### src/core/vic_pkg.sv
// vic_pkg: register offsets, field layout and reset values of the vectored irq unit
package vic_pkg;

  // ----------------------------------------------------------------
  // sizes
  // ----------------------------------------------------------------
  localparam int VIC_SOURCES = 32;
  localparam int VIC_SLOTS = 16;
  localparam int VIC_ADDR_W = 12;

  // ----------------------------------------------------------------
  // register byte offsets
  // ----------------------------------------------------------------
  localparam logic [11:0] VIC_OFF_NORMAL_STATUS = 12'h000;
  localparam logic [11:0] VIC_OFF_FAST_STATUS = 12'h004;
  localparam logic [11:0] VIC_OFF_RAW_STATUS = 12'h008;
  localparam logic [11:0] VIC_OFF_CLASS_SELECT = 12'h00c;
  localparam logic [11:0] VIC_OFF_ENABLE_MASK = 12'h010;
  localparam logic [11:0] VIC_OFF_ENABLE_CLEAR = 12'h014;
  localparam logic [11:0] VIC_OFF_SOFT_SET = 12'h018;
  localparam logic [11:0] VIC_OFF_SOFT_CLEAR = 12'h01c;
  localparam logic [11:0] VIC_OFF_ACTIVE_VECTOR = 12'h030;
  localparam logic [11:0] VIC_OFF_DEFAULT_VECTOR = 12'h034;
  localparam logic [11:0] VIC_OFF_EVENT_STATUS = 12'h040;
  localparam logic [11:0] VIC_OFF_EVENT_MASK = 12'h044;
  localparam logic [11:0] VIC_OFF_SLOT_ADDR_BASE = 12'h100;
  localparam logic [11:0] VIC_OFF_SLOT_CNTL_BASE = 12'h200;

  // ----------------------------------------------------------------
  // slot control field layout
  // ----------------------------------------------------------------
  localparam int VIC_CNTL_SRC_LSB = 0;
  localparam int VIC_CNTL_SRC_W = 5;
  localparam int VIC_CNTL_EN_BIT = 5;

  // ----------------------------------------------------------------
  // event status bits
  // ----------------------------------------------------------------
  localparam int VIC_EV_NORMAL = 0;
  localparam int VIC_EV_FAST = 1;
  localparam int VIC_EV_SPURIOUS = 2;
  localparam int VIC_EV_W = 3;

  // ----------------------------------------------------------------
  // reset values
  // ----------------------------------------------------------------
  localparam logic [31:0] VIC_RST_WORD = 32'h0000_0000;

endpackage : vic_pkg

### src/core/vic_prio_pick.sv
// vic_prio_pick: finds the lowest numbered enabled slot whose source is requesting
`timescale 1ns/1ps
module vic_prio_pick
  import vic_pkg::*;
#(
  parameter int SLOTS = VIC_SLOTS,
  parameter int SOURCES = VIC_SOURCES
)
(
  input wire logic [SOURCES-1:0] i_request,
  input wire logic [SLOTS*6-1:0] i_slot_cntl,
  output logic o_hit,
  output logic [3:0] o_slot
);

  // ----------------------------------------------------------------
  // per-slot match
  // ----------------------------------------------------------------
  logic [SLOTS-1:0] match;

  genvar g;
  generate
    for (g = 0; g < SLOTS; g++)
    begin : g_match
      assign match[g] = i_slot_cntl[g*6+VIC_CNTL_EN_BIT]
        & i_request[i_slot_cntl[g*6 +: VIC_CNTL_SRC_W]];
    end
  endgenerate

  // ----------------------------------------------------------------
  // priority: scan from the top down so slot 0 wins last
  // ----------------------------------------------------------------
  always_comb
  begin
    o_hit = 1'b0;
    o_slot = 4'h0;
    for (int i = SLOTS - 1; i >= 0; i--)
    begin
      if (match[i])
      begin
        o_hit = 1'b1;
        o_slot = 4'(i);
      end
    end
  end

endmodule : vic_prio_pick

### src/core/vic_unit.sv
// vic_unit: vectored irq unit with fast/normal routing, vector slots and register port
//
// Behaviour
// RL1: peripheral flag clearing drops the raw, fast and normal status bits at once.
// RL2: writing the active vector address ends service in the priority logic.
// RL3: a one in enable clear drops that enable mask bit.
// RL4: a one in software interrupt clear drops that software set bit only.
// RL5: a clear write acts once; software writes zero before clearing again.
// RL6: uncleared watchdog source is silenced by enable clear before return.
// RL7: class select zero routes a source to the normal request.
// RL8: enable mask ones enable sources; 0x06c0 enables 6, 7, 9 and 10.
// RL9: slot control holds source index and enable; slot 0 is highest priority.
// RL10: active vector reads the serviced slot's vector address.
// RL11: unvectored normal requests give the default vector address.
// RL12: fast status shows every active fast-routed source.
// RL13: a vanished triggering request reads back the default vector address.
// RL14: normal and fast requests follow enabled pending sources of each class.
//
// Decided for this implementation: the register offsets and strobed register access.
`timescale 1ns/1ps
module vic_unit
  import vic_pkg::*;
#(
  parameter int SOURCES = VIC_SOURCES,
  parameter int SLOTS = VIC_SLOTS
)
(
  input wire logic i_clk_sys,
  input wire logic i_reset,
  input wire logic [SOURCES-1:0] i_source_flag,
  input wire logic [VIC_ADDR_W-1:0] i_addr,
  input wire logic [31:0] i_wdata,
  input wire logic i_write,
  input wire logic i_read,
  output logic [31:0] o_rdata,
  output logic o_normal_request,
  output logic o_fast_request,
  output logic o_event_irq
);

  // ----------------------------------------------------------------
  // register state
  // ----------------------------------------------------------------
  logic [SOURCES-1:0] interrupt_class_select;
  logic [SOURCES-1:0] interrupt_enable_mask;
  logic [SOURCES-1:0] software_interrupt_set;
  logic [31:0] default_vector_address;
  logic [31:0] slot_vector_address [SLOTS];
  logic [SLOTS*6-1:0] slot_vector_control;
  logic [VIC_EV_W-1:0] event_status;
  logic [VIC_EV_W-1:0] event_mask;

  // service tracking: a stack of slots in service, one bit per slot
  logic [SLOTS-1:0] in_service;
  logic fast_q;
  logic normal_q;

  // ----------------------------------------------------------------
  // combinational views
  // ----------------------------------------------------------------
  logic [SOURCES-1:0] raw_interrupt_status;
  logic [SOURCES-1:0] fast_request_status;
  logic [SOURCES-1:0] normal_request_status;
  logic pick_hit;
  logic [3:0] pick_slot;
  logic [SLOTS-1:0] slot_mask_above;
  logic [SLOTS-1:0] in_service_or_higher;
  logic serving_block;
  logic vector_read;
  logic vector_write;
  logic [31:0] active_vector_address;
  logic [31:0] next_rdata;
  logic [SOURCES-1:0] normal_vectored_src;
  logic spurious;

  // flags follow the peripheral directly, so a cleared flag vanishes everywhere
  assign raw_interrupt_status = i_source_flag | software_interrupt_set; // see RL1
  assign fast_request_status = raw_interrupt_status & interrupt_enable_mask
    & interrupt_class_select; // see RL12
  assign normal_request_status = raw_interrupt_status & interrupt_enable_mask
    & ~interrupt_class_select; // see RL7

  // request pins are pure functions of the status views
  assign o_fast_request = |fast_request_status; // see RL14
  assign o_normal_request = |normal_request_status; // see RL14

  assign vector_read = i_read && (i_addr == VIC_OFF_ACTIVE_VECTOR);
  assign vector_write = i_write && (i_addr == VIC_OFF_ACTIVE_VECTOR);

  // ----------------------------------------------------------------
  // priority selection among vector slots
  // ----------------------------------------------------------------
  vic_prio_pick #(
    .SLOTS(SLOTS),
    .SOURCES(SOURCES)
  ) u_pick (
    .i_request(normal_request_status),
    .i_slot_cntl(slot_vector_control),
    .o_hit(pick_hit),
    .o_slot(pick_slot)
  );

  // a slot in service blocks itself and every lower priority slot
  always_comb
  begin
    in_service_or_higher = '0;
    for (int i = 0; i < SLOTS; i++)
    begin
      if (i == 0)
        in_service_or_higher[i] = in_service[i];
      else
        in_service_or_higher[i] = in_service[i] | in_service_or_higher[i-1];
    end
  end

  assign slot_mask_above = in_service_or_higher;
  assign serving_block = pick_hit && slot_mask_above[pick_slot];

  // which normal sources are claimed by an enabled slot
  always_comb
  begin
    normal_vectored_src = '0;
    for (int i = 0; i < SLOTS; i++)
    begin
      if (slot_vector_control[i*6+VIC_CNTL_EN_BIT])
        normal_vectored_src[slot_vector_control[i*6 +: VIC_CNTL_SRC_W]] = 1'b1;
    end
  end

  // vectored hit wins, otherwise default; a vanished request also lands on default
  always_comb
  begin
    if (pick_hit && !serving_block)
      active_vector_address = slot_vector_address[pick_slot]; // see RL9, RL10
    else
      active_vector_address = default_vector_address; // see RL11, RL13
  end

  // no normal request pending when the vector is fetched counts as spurious
  assign spurious = vector_read && !(|normal_request_status); // see RL13

  // ----------------------------------------------------------------
  // service state: entered on vector fetch, left on vector write
  // ----------------------------------------------------------------
  always_ff @(posedge i_clk_sys)
  begin
    if (i_reset)
      in_service <= '0;
    else if (vector_write)
    begin
      // release the highest priority slot in service
      for (int i = SLOTS - 1; i >= 0; i--)
      begin
        if (in_service[i] && !(i > 0 && in_service_or_higher[i > 0 ? i - 1 : 0]))
          in_service[i] <= 1'b0; // see RL2
      end
    end
    else if (vector_read && pick_hit && !serving_block)
      in_service[pick_slot] <= 1'b1;
  end

  // ----------------------------------------------------------------
  // configuration registers
  // ----------------------------------------------------------------
  always_ff @(posedge i_clk_sys)
  begin
    if (i_reset)
    begin
      interrupt_class_select <= '0;
      default_vector_address <= VIC_RST_WORD;
      event_mask <= '0;
    end
    else if (i_write)
    begin
      case (i_addr)
        VIC_OFF_CLASS_SELECT: interrupt_class_select <= i_wdata[SOURCES-1:0]; // see RL7
        VIC_OFF_DEFAULT_VECTOR: default_vector_address <= i_wdata;
        VIC_OFF_EVENT_MASK: event_mask <= i_wdata[VIC_EV_W-1:0];
        default: ;
      endcase
    end
  end

  // enable mask: set register ors ones in, clear register strips ones out
  always_ff @(posedge i_clk_sys)
  begin
    if (i_reset)
      interrupt_enable_mask <= '0;
    else if (i_write && i_addr == VIC_OFF_ENABLE_MASK)
      interrupt_enable_mask <= interrupt_enable_mask | i_wdata[SOURCES-1:0]; // see RL8
    else if (i_write && i_addr == VIC_OFF_ENABLE_CLEAR)
      interrupt_enable_mask <= interrupt_enable_mask & ~i_wdata[SOURCES-1:0]; // see RL3, RL6
  end

  // software set/clear; a clear write is a single strobe, so it acts once
  always_ff @(posedge i_clk_sys)
  begin
    if (i_reset)
      software_interrupt_set <= '0;
    else if (i_write && i_addr == VIC_OFF_SOFT_SET)
      software_interrupt_set <= software_interrupt_set | i_wdata[SOURCES-1:0];
    else if (i_write && i_addr == VIC_OFF_SOFT_CLEAR)
      software_interrupt_set <= software_interrupt_set & ~i_wdata[SOURCES-1:0]; // see RL4, RL5
  end

  // ----------------------------------------------------------------
  // vector slots, one generate entry each
  // ----------------------------------------------------------------
  genvar s;
  generate
    for (s = 0; s < SLOTS; s++)
    begin : g_slot
      always_ff @(posedge i_clk_sys)
      begin
        if (i_reset)
        begin
          slot_vector_address[s] <= VIC_RST_WORD;
          slot_vector_control[s*6 +: 6] <= 6'h00;
        end
        else if (i_write && i_addr == VIC_OFF_SLOT_ADDR_BASE + 12'(s * 4))
          slot_vector_address[s] <= i_wdata;
        else if (i_write && i_addr == VIC_OFF_SLOT_CNTL_BASE + 12'(s * 4))
          slot_vector_control[s*6 +: 6] <= i_wdata[5:0]; // see RL9
      end
    end
  endgenerate

  // ----------------------------------------------------------------
  // event status: rising requests and spurious fetches, cleared on read
  // ----------------------------------------------------------------
  always_ff @(posedge i_clk_sys)
  begin
    if (i_reset)
    begin
      fast_q <= 1'b0;
      normal_q <= 1'b0;
    end
    else
    begin
      fast_q <= o_fast_request;
      normal_q <= o_normal_request;
    end
  end

  // set wins over the read clear so a coincident event is kept
  always_ff @(posedge i_clk_sys)
  begin
    if (i_reset)
      event_status <= '0;
    else
    begin
      event_status <= (i_read && i_addr == VIC_OFF_EVENT_STATUS) ? '0 : event_status;
      if (o_normal_request && !normal_q)
        event_status[VIC_EV_NORMAL] <= 1'b1;
      if (o_fast_request && !fast_q)
        event_status[VIC_EV_FAST] <= 1'b1;
      if (spurious)
        event_status[VIC_EV_SPURIOUS] <= 1'b1;
    end
  end

  assign o_event_irq = |(event_status & event_mask);

  // ----------------------------------------------------------------
  // read port: data valid one cycle after the strobe only
  // ----------------------------------------------------------------
  always_comb
  begin
    next_rdata = 32'h0000_0000;
    case (i_addr)
      VIC_OFF_NORMAL_STATUS: next_rdata = 32'(normal_request_status);
      VIC_OFF_FAST_STATUS: next_rdata = 32'(fast_request_status); // see RL12
      VIC_OFF_RAW_STATUS: next_rdata = 32'(raw_interrupt_status); // see RL1
      VIC_OFF_CLASS_SELECT: next_rdata = 32'(interrupt_class_select);
      VIC_OFF_ENABLE_MASK: next_rdata = 32'(interrupt_enable_mask);
      VIC_OFF_SOFT_SET: next_rdata = 32'(software_interrupt_set);
      VIC_OFF_ACTIVE_VECTOR: next_rdata = active_vector_address; // see RL10, RL11
      VIC_OFF_DEFAULT_VECTOR: next_rdata = default_vector_address;
      VIC_OFF_EVENT_STATUS: next_rdata = 32'(event_status);
      VIC_OFF_EVENT_MASK: next_rdata = 32'(event_mask);
      default:
      begin
        for (int i = 0; i < SLOTS; i++)
        begin
          if (i_addr == VIC_OFF_SLOT_ADDR_BASE + 12'(i * 4))
            next_rdata = slot_vector_address[i];
          if (i_addr == VIC_OFF_SLOT_CNTL_BASE + 12'(i * 4))
            next_rdata = {26'h0, slot_vector_control[i*6 +: 6]};
        end
      end
    endcase
  end

  always_ff @(posedge i_clk_sys)
  begin
    if (i_reset)
      o_rdata <= 32'h0000_0000;
    else if (i_read)
      o_rdata <= next_rdata;
    else
      o_rdata <= 32'h0000_0000;
  end

endmodule : vic_unit

### config.mk
export PLATFORM = sky130hd
export DESIGN_NAME = vic_unit
export DESIGN_NICKNAME = d
export VERILOG_FILES = /design/src/core/vic_pkg.sv /design/src/core/vic_prio_pick.sv /design/src/core/vic_unit.sv
export SDC_FILE = /design/constraint.sdc
export NUM_CORES = 2
export LEC_CHECK = 0
export BUFFER_PORTS_ARGS = -buffer_cell sky130_fd_sc_hd__buf_2
export CAP_MARGIN = 20
export CORE_MARGIN = 3
export CORE_UTILIZATION = 35
export CTS_BUF_LIST = sky130_fd_sc_hd__clkbuf_16
export DETAILED_ROUTE_END_ITERATION = 10
export PLACE_DENSITY_LB_ADDON = 0.08
export SYNTH_ARGS = -nofsm -noshare
export SYNTH_HDL_FRONTEND = slang
export SYNTH_SLANG_ARGS = --single-unit
### constraint.sdc
create_clock -name i_clk_sys -period 5.1 [get_ports i_clk_sys]
set_input_delay 1.275 -clock i_clk_sys [delete_from_list [all_inputs] [get_ports i_clk_sys]]
set_output_delay 1.275 -clock i_clk_sys [all_outputs]
set_load 0.05 [all_outputs]
**Yosys cells after proc, flatten, opt, wreduce, memory -nomap -nowiden**

Memories as Yosys holds them, arrays and structs flattened.
Cells that the tools add are included.

- Multiplexer cells: 193
- Magnitude comparators: 18
- Reduce and logical (&&, ||, !) cells: 127
- Bitwise logic cells: 76
- Eq/ne operators: 58

Operators with widths:

| kind | count |
|---|---|
| $mux W32 | 53 |
| $pmux W32 S10 | 1 |
| $eq A12 B10 Y1 const B | 16 |
| $eq A12 B9 Y1 const B | 16 |
| $and A32 B32 Y32 | 5 |
| $mux W1 | 102 |
| $lt A5 B6 Y1 const B | 16 |
| $or A32 B32 Y32 | 3 |
| $bmux W1 S5 | 16 |
| $reduce_and A2 Y1 | 34 |
| $mux W4 | 16 |
| $not A32 Y32 | 2 |
| $reduce_or A32 Y1 | 2 |
| $logic_and A1 B1 Y1 | 62 |
| $eq A12 B5 Y1 const B | 4 |
| $mux W16 | 2 |
| $or A1 B1 Y1 | 31 |
| $ne A2 B1 Y1 const B | 15 |
| $eq A12 B4 Y1 const B | 2 |
| $eq A12 B6 Y1 const B | 2 |
| $eq A12 B7 Y1 const B | 2 |
| $logic_not A1 Y1 | 19 |
| $not A1 Y1 | 17 |
| $and A1 B1 Y1 | 16 |
| other kinds (12) | 18 |

- Flip-flop bits (word level): 280
- Output and inout bits: 35
- Memories: 1
- Input port bits: 80
- Bits in writable memories: 512

Memories:

| name | depth | width | rd ports | clocked after Yosys merged registers in | wr ports | RTL line | text |
|---|---|---|---|---|---|---|---|
| slot_vector_address | 16 | 32 | 17 | 0 | 16 | vic_unit.sv:48 | `logic [31:0] slot_vector_address [SLOTS];` |

**Logic depth before layout (Yosys ltp)**

- Depth in word-level cells: 34
- Mapped depth: 19
- Depth with buffers taken out: 14

**By module**

Synthesis repeated with hierarchy kept, for this count alone.

- Cell total of the unflattened synthesis: 4,225
- Area, all modules: 45,761.4 sq um

Modules (own cells, without submodules):

| module | instances | sequential area each (sq um) | cells each | area an instance (sq um) |
|---|---|---|---|---|
| vic_unit | 1 | 20,980.1 | 3,903 | 40,964.3 |
| vic_prio_pick | 1 | 0.0 | 322 | 4,797.1 |

**Worst setup path after synthesis**

OpenSTA, ideal clock, no wires.

- Path kind: input-to-reg
- Start: input port i_source_flag[18]
- End: register o_rdata[19]
- Data arrival time: 4,824 ps
- Stages: 16
- Path slack: 159 ps
- Path through: o21ai_1 > nor2_1 > mux4_2 > o22ai_1 > nor4_1 > or4_4 > nor4b_4 > o31ai_4 > o41a_1 > buf_2 > or2_1 > buf_2 > buf_2 > o22ai_1 > nor2_1 > a32o_1

- Longest elaborated chain between the ends: 29
- Elaborated cells on any way between the ends: 91
- Classes of those cells: 68 x mux; 19 x bitwise; 3 x reduce/logical; 1 x memory

RTL lines:

| item | RTL line | text |
|---|---|---|
| start: declaration | vic_unit.sv:30 | `input wire logic [SOURCES-1:0] i_source_flag,` |
| $or A32 B32 Y32 (*) | vic_unit.sv:77 | `assign raw_interrupt_status = i_source_flag \| software_interrupt_set;` |
| $and A32 B32 Y32 (*) | vic_unit.sv:80 | `assign normal_request_status = raw_interrupt_status & interrupt_enable_mask` |
| $and A32 B32 Y32 (*) | vic_unit.sv:81 | `& ~interrupt_class_select;` |
| $bmux W1 S5 | vic_prio_pick.sv:26 | `& i_request[i_slot_cntl[g*6 +: VIC_CNTL_SRC_W]];` |
| $mux W1 (implied by the code) | vic_prio_pick.sv:26 |  |
| $and A1 B1 Y1 | vic_prio_pick.sv:26 |  |
| $mux W4 (16 in series) | vic_prio_pick.sv:39 | `if (match[i])` |
| $bmux W1 S4 | vic_unit.sv:117 | `assign serving_block = pick_hit && slot_mask_above[pick_slot];` |
| $mux W1 (implied by the code) | vic_unit.sv:117 |  |
| $logic_and A1 B1 Y1 | vic_unit.sv:117 |  |
| $logic_not A1 Y1 | vic_unit.sv:133 | `if (pick_hit && !serving_block)` |
| $logic_and A1 B1 Y1 | vic_unit.sv:133 |  |
| $mux W32 (*) | vic_unit.sv:133 |  |
| $pmux W32 S10 (*) | vic_unit.sv:270 | `case (i_addr)` |
| end signal: assignment | vic_unit.sv:299 | `o_rdata <= next_rdata;` |
| end: declaration | vic_unit.sv:35 | `output logic [31:0] o_rdata,` |

Mark *: on every way between the ends. The rest lies on a longest branch, timed or not. The select of a mux whose other input is x is not followed.
A chain may end at the register's enable or synchronous reset.

**Final worst setup path**

- Start: input port i_source_flag[24]
- End: register in_service[13]

- Longest elaborated chain between the ends: 29
- Elaborated cells on any way between the ends: 99
- Classes of those cells: 2 x order compare; 70 x mux; 20 x bitwise; 7 x reduce/logical

RTL lines:

| item | RTL line | text |
|---|---|---|
| $or A32 B32 Y32 (*) | vic_unit.sv:77 |  |
| $and A32 B32 Y32 (*) | vic_unit.sv:80 |  |
| $and A32 B32 Y32 (*) | vic_unit.sv:81 |  |
| $bmux W1 S5 | vic_prio_pick.sv:26 |  |
| $mux W1 (implied by the code) | vic_prio_pick.sv:26 |  |
| $and A1 B1 Y1 | vic_prio_pick.sv:26 |  |
| $mux W4 (16 in series) | vic_prio_pick.sv:39 |  |
| $lt A4 B5 Y1 (implied by the code) (tied with other cells) | vic_unit.sv:159 | `in_service[pick_slot] <= 1'b1;` |
| $logic_and A1 B1 Y1 (implied by the code) or $mux W1 (tied branches) | vic_unit.sv:159, vic_unit.sv:117 |  |
| $mux W1 (implied by the code) or $logic_and A1 B1 Y1 (tied branches) | vic_unit.sv:159, vic_unit.sv:117 |  |
| $demux W1 S4 or $logic_not A1 Y1 (tied branches) | vic_unit.sv:159, vic_unit.sv:158 |  |
| $or A16 B16 Y16 (no line) or $logic_and A1 B1 Y1 (tied branches) | - |  |
| $mux W16 or $reduce_bool A2 Y1 (tied branches) | - |  |
| $mux W16 or $reduce_and A2 Y1 (tied branches) | - |  |
| end signal: assignment | vic_unit.sv:148 | `in_service <= '0;` |
| end signal: indexed assignment | vic_unit.sv:155 | `in_service[i] <= 1'b0;` |
| end signal: indexed assignment | vic_unit.sv:159 |  |
| end: declaration | vic_unit.sv:54 | `logic [SLOTS-1:0] in_service;` |

Marks and branches as above.

==> out/metrics.yaml <==
die:
  dieWidth_um: 364.6
  core-area_um2: 126700
  initial_core_util_pct: 35.53
  dieArea_um2: 133000
  ios: 115
  placementRows: 130
  die_y_um: 364.6
placement:
  gp_congestion: 1.077
  dp_hpwl_um: 219700
  dp_cells: 7000
  portBuffers: 114
  dpl_cell_area_um2: 54340
  place_ws_ns: -1.462
critical_path:
  r2r_cells: 23
  endpoint_kind: "register"
  reg2reg_slack_ns: 0.19
  slowest_stage: "or4_4"
  crit_chain: "buf_4, o21ai_4, nor2_4, buf_12, mux4_2, mux2i_1, nor3_1, or4_4, buf_6, nor3_4, buf_12, buf_6, nor4b_4, nand3b_1, o31ai_4, a32oi_2, buf_12, buf_12, a2111oi_4, buf_6, buf_12, nand3_1, a21oi_1"
  endpoint: "in_service[13]"
  path_class: "in -> reg"
  critical_path.startpoint_type: "input pin"
  reg2reg_to: "in_service[13]"
  crit_top_cell: "buf_12"
  worstPathMaxFanout: 8
  crit_start: "i_source_flag[24]"
  critical_path_required_ns: 5.75
  cp_data_arrival_time_ns: 5.85
  cpPeakStageDelay_ns: 0.57
finish:
  final_nets: 5596
  fin_util_pct: 46.99
  drive_above_1_share_pct: 29.39
  fin_area_um2: 59540
  fin_cells: 7257
  syn2layout_area_growth_pct: 32.26
yosys:
  yosysSeqAreaShare_pct: 46.60
  netlist_area_um2: 45020
  post_synth_and_or_nand_nor_area_fraction_pct: 21.25
  ys_warn_count: 0
  synth_edf_count: 512
  synth-xor-area-share_pct: 0
  ys.flop_type: "edfxtp_1"
  synth_top_family_by_area: "compound AO/OA/AOI/OAI gates"
  synth_area_leader_cell: "edfxtp_1"
  synth_area_leaders: "edfxtp_1 34%, dfxtp_1 12%, and2_1 7.2%, mux4_2 4.1%, nand2_1 3.9%"
  ys_ff_latch: 792
  async_flop_share_pct: 0
  synth_area_per_cell_um2: 9.446
  synth_compound_area_share_pct: 22.21
  ys_top_cells_by_count: "518 x and2_1, 512 x edfxtp_1, 467 x nand2_1"
  ys_types: 101
  synth_top_area_share_pct: 34.15
  netlist_instances: 4766
  synth_most_common_cell: "and2_1"
  muxShareOfSynthArea_pct: 5.409
  syn_nets: 4846
  synth_fa_ha_area_share_pct: 0
detailed_routing:
  totalWireLength_um: 304500
  drc: 0
  viasPerCell: 6.753
  drt-pass1-iter-count: 9
  drtIter0Drc: 7935
  num_vias: 49006
  wl_per_cell_um: 41.95
  ant_nets: 0
sta:
  setup_slack_ns: -0.09695
  post-route-period-util_pct: 101.9
  finalCriticalPeriod_ns: 5.197
  max_slew_margin_pct: 29.56
  finalHoldViolCount: 0
  rsz0062_at_grt: "true"
  max_freq_ghz: 0.1924
  slew_viol_final: 0
  setup_viol: 39
  worst_slew_pin_slew_ns: 1.053
  fin_worst_skew_ns: 0.05907
global_route:
  antenna_found_initial: 37
  first_global_vias: 45624
  track_usage_pct: 44.30
  grt_max_degree: 109
  grt_pass1_wl_um: 402100
  grt.overflow.total: 0
clock_tree:
  clk_path_buf_depth: 3
  clockRootBuffer: "clkbuf_16"
  clk_latency_ns: 0.74
  cts_hold_buf: 0
  cts-htree-levels: 3
  clock_sink_count: 792
  cts_buffers: 93
  cts_tree: "yes"
  path_clk_slew_ns: 0.06
run_status:
  failed_checks: "setup timing"
  status: "finished with violations"
pwr:
  ir_drop_mv: 0.2619
  cellLeakagePower_nw: 21.22
  power_density_nw_per_um2: 249.5
job:
  max_cap_violations: 0
min_path:
  min_path_type: "reg -> reg"
  hold_depth: 2
-- what timing repair did --
item	4_1_cts	5_1_grt
pin swaps	28	83
resized for setup	105	182
buffers inserted	24	47
setup endpoints to repair	49	49
cloned	2	7
-- logic make-up after synthesis --
group,count (synthesis)
buffers and inverters,523
AO/OA/AOI/OAI,1442
multiplexers,141
flip-flops,792
AND/OR/NAND/NOR,1868
-- critical path, delay by kind of cell --
kind | cells | cell delay, ns
muxes | 2 | 0.63
and+or+nand+nor | 7 | 1.57
buffers and inverters | 9 | 1.36
AOI/OAI and AO/OA | 5 | 0.99
-- final cells by class --
class                   count  area (µm²)
flip-flops and latches    792       20980
repair buffers           1119        9712
fillers                 12155       67170
clock inverters            79       735.7
well taps                1650        2064
multi-input cells        3451       23460
diodes                     14       35.03
clock buffers              93        2327
inverters                  59       221.5
-- cells in the final DEF (no fill, tap or decap), types with 26 or more instances in the layout --
| cell | n |
|---|---|
| buf_4 | 856 |
| and2_1 | 516 |
| edfxtp_1 | 512 |
| nand2_1 | 457 |
| nor2_1 | 328 |
| a21oi_1 | 321 |
| dfxtp_1 | 280 |
| o21ai_0 | 209 |
| o22ai_1 | 142 |
| a22oi_1 | 123 |
| buf_2 | 109 |
| clkbuf_16 | 99 |
| buf_12 | 99 |
| nor3_1 | 96 |
| nand3_1 | 89 |
| mux4_2 | 81 |
| inv_1 | 71 |
| a221oi_1 | 67 |
| o22a_1 | 66 |
| a211oi_1 | 56 |
| mux2i_1 | 51 |
| o221ai_1 | 49 |
| nand2b_1 | 42 |
| buf_6 | 42 |
| nor2_4 | 41 |
| a222oi_1 | 37 |
| nor4_1 | 34 |
| nand4_1 | 34 |
| o211ai_1 | 33 |
| a22o_1 | 29 |
| a31oi_1 | 26 |
-- sequential cells by signal, summed over array words and instances, names as in the netlist, named ones only --
name / flops
fast_q: 1
default_vector_address: 32
event_status: 3
o_rdata: 32
slot_vector_control: 96
in_service: 16
slot_vector_address: 512
event_mask: 3
normal_q: 1
interrupt_class_select: 32
-- where the power goes --
part / switching (mW) / leakage (nW) / internal (mW)
Clock: 3.06 / 1.55 / 3.86
Sequential: 0.222 / 7.11 / 7.03
Combinational: 0.535 / 12.6 / 0.156
-- layer usage --
layer,GRT usage (%),wire length [µm],vias up
met5,0,87,-
met4,30.18,25580,12
met3,10.01,32760,1025
met2,66.28,129000,3823
met1,57.03,117000,24641
li1,-,-,19505
-- through the flow --
stage                     hold slack (ns)  setup TNS (ns)  power (mW)
final                              0.4788          -1.635       14.86
after detailed placement           0.4695          -59.03       8.014
after global routing               0.5037          -2.803       15.14
after CTS                          0.4777       -0.001137       14.84
after floorplan                    0.4378               0       7.485
after global placement             0.4529          -61.95       8.016
-- worst min-delay path by stage --
| stage | start | end | slack [ns] |
|---|---|---|---|
| floorplan | in_service[12] | in_service[12] | 0.44 |
| global placement | in_service[12] | in_service[12] | 0.45 |
| detailed placement | in_service[12] | in_service[12] | 0.47 |
| CTS | in_service[12] | in_service[12] | 0.48 |
| global route | default_vector_address[31] | default_vector_address[31] | 0.50 |
| finish | event_mask[0] | event_mask[0] | 0.48 |
(Power assumes the default switching activity.)
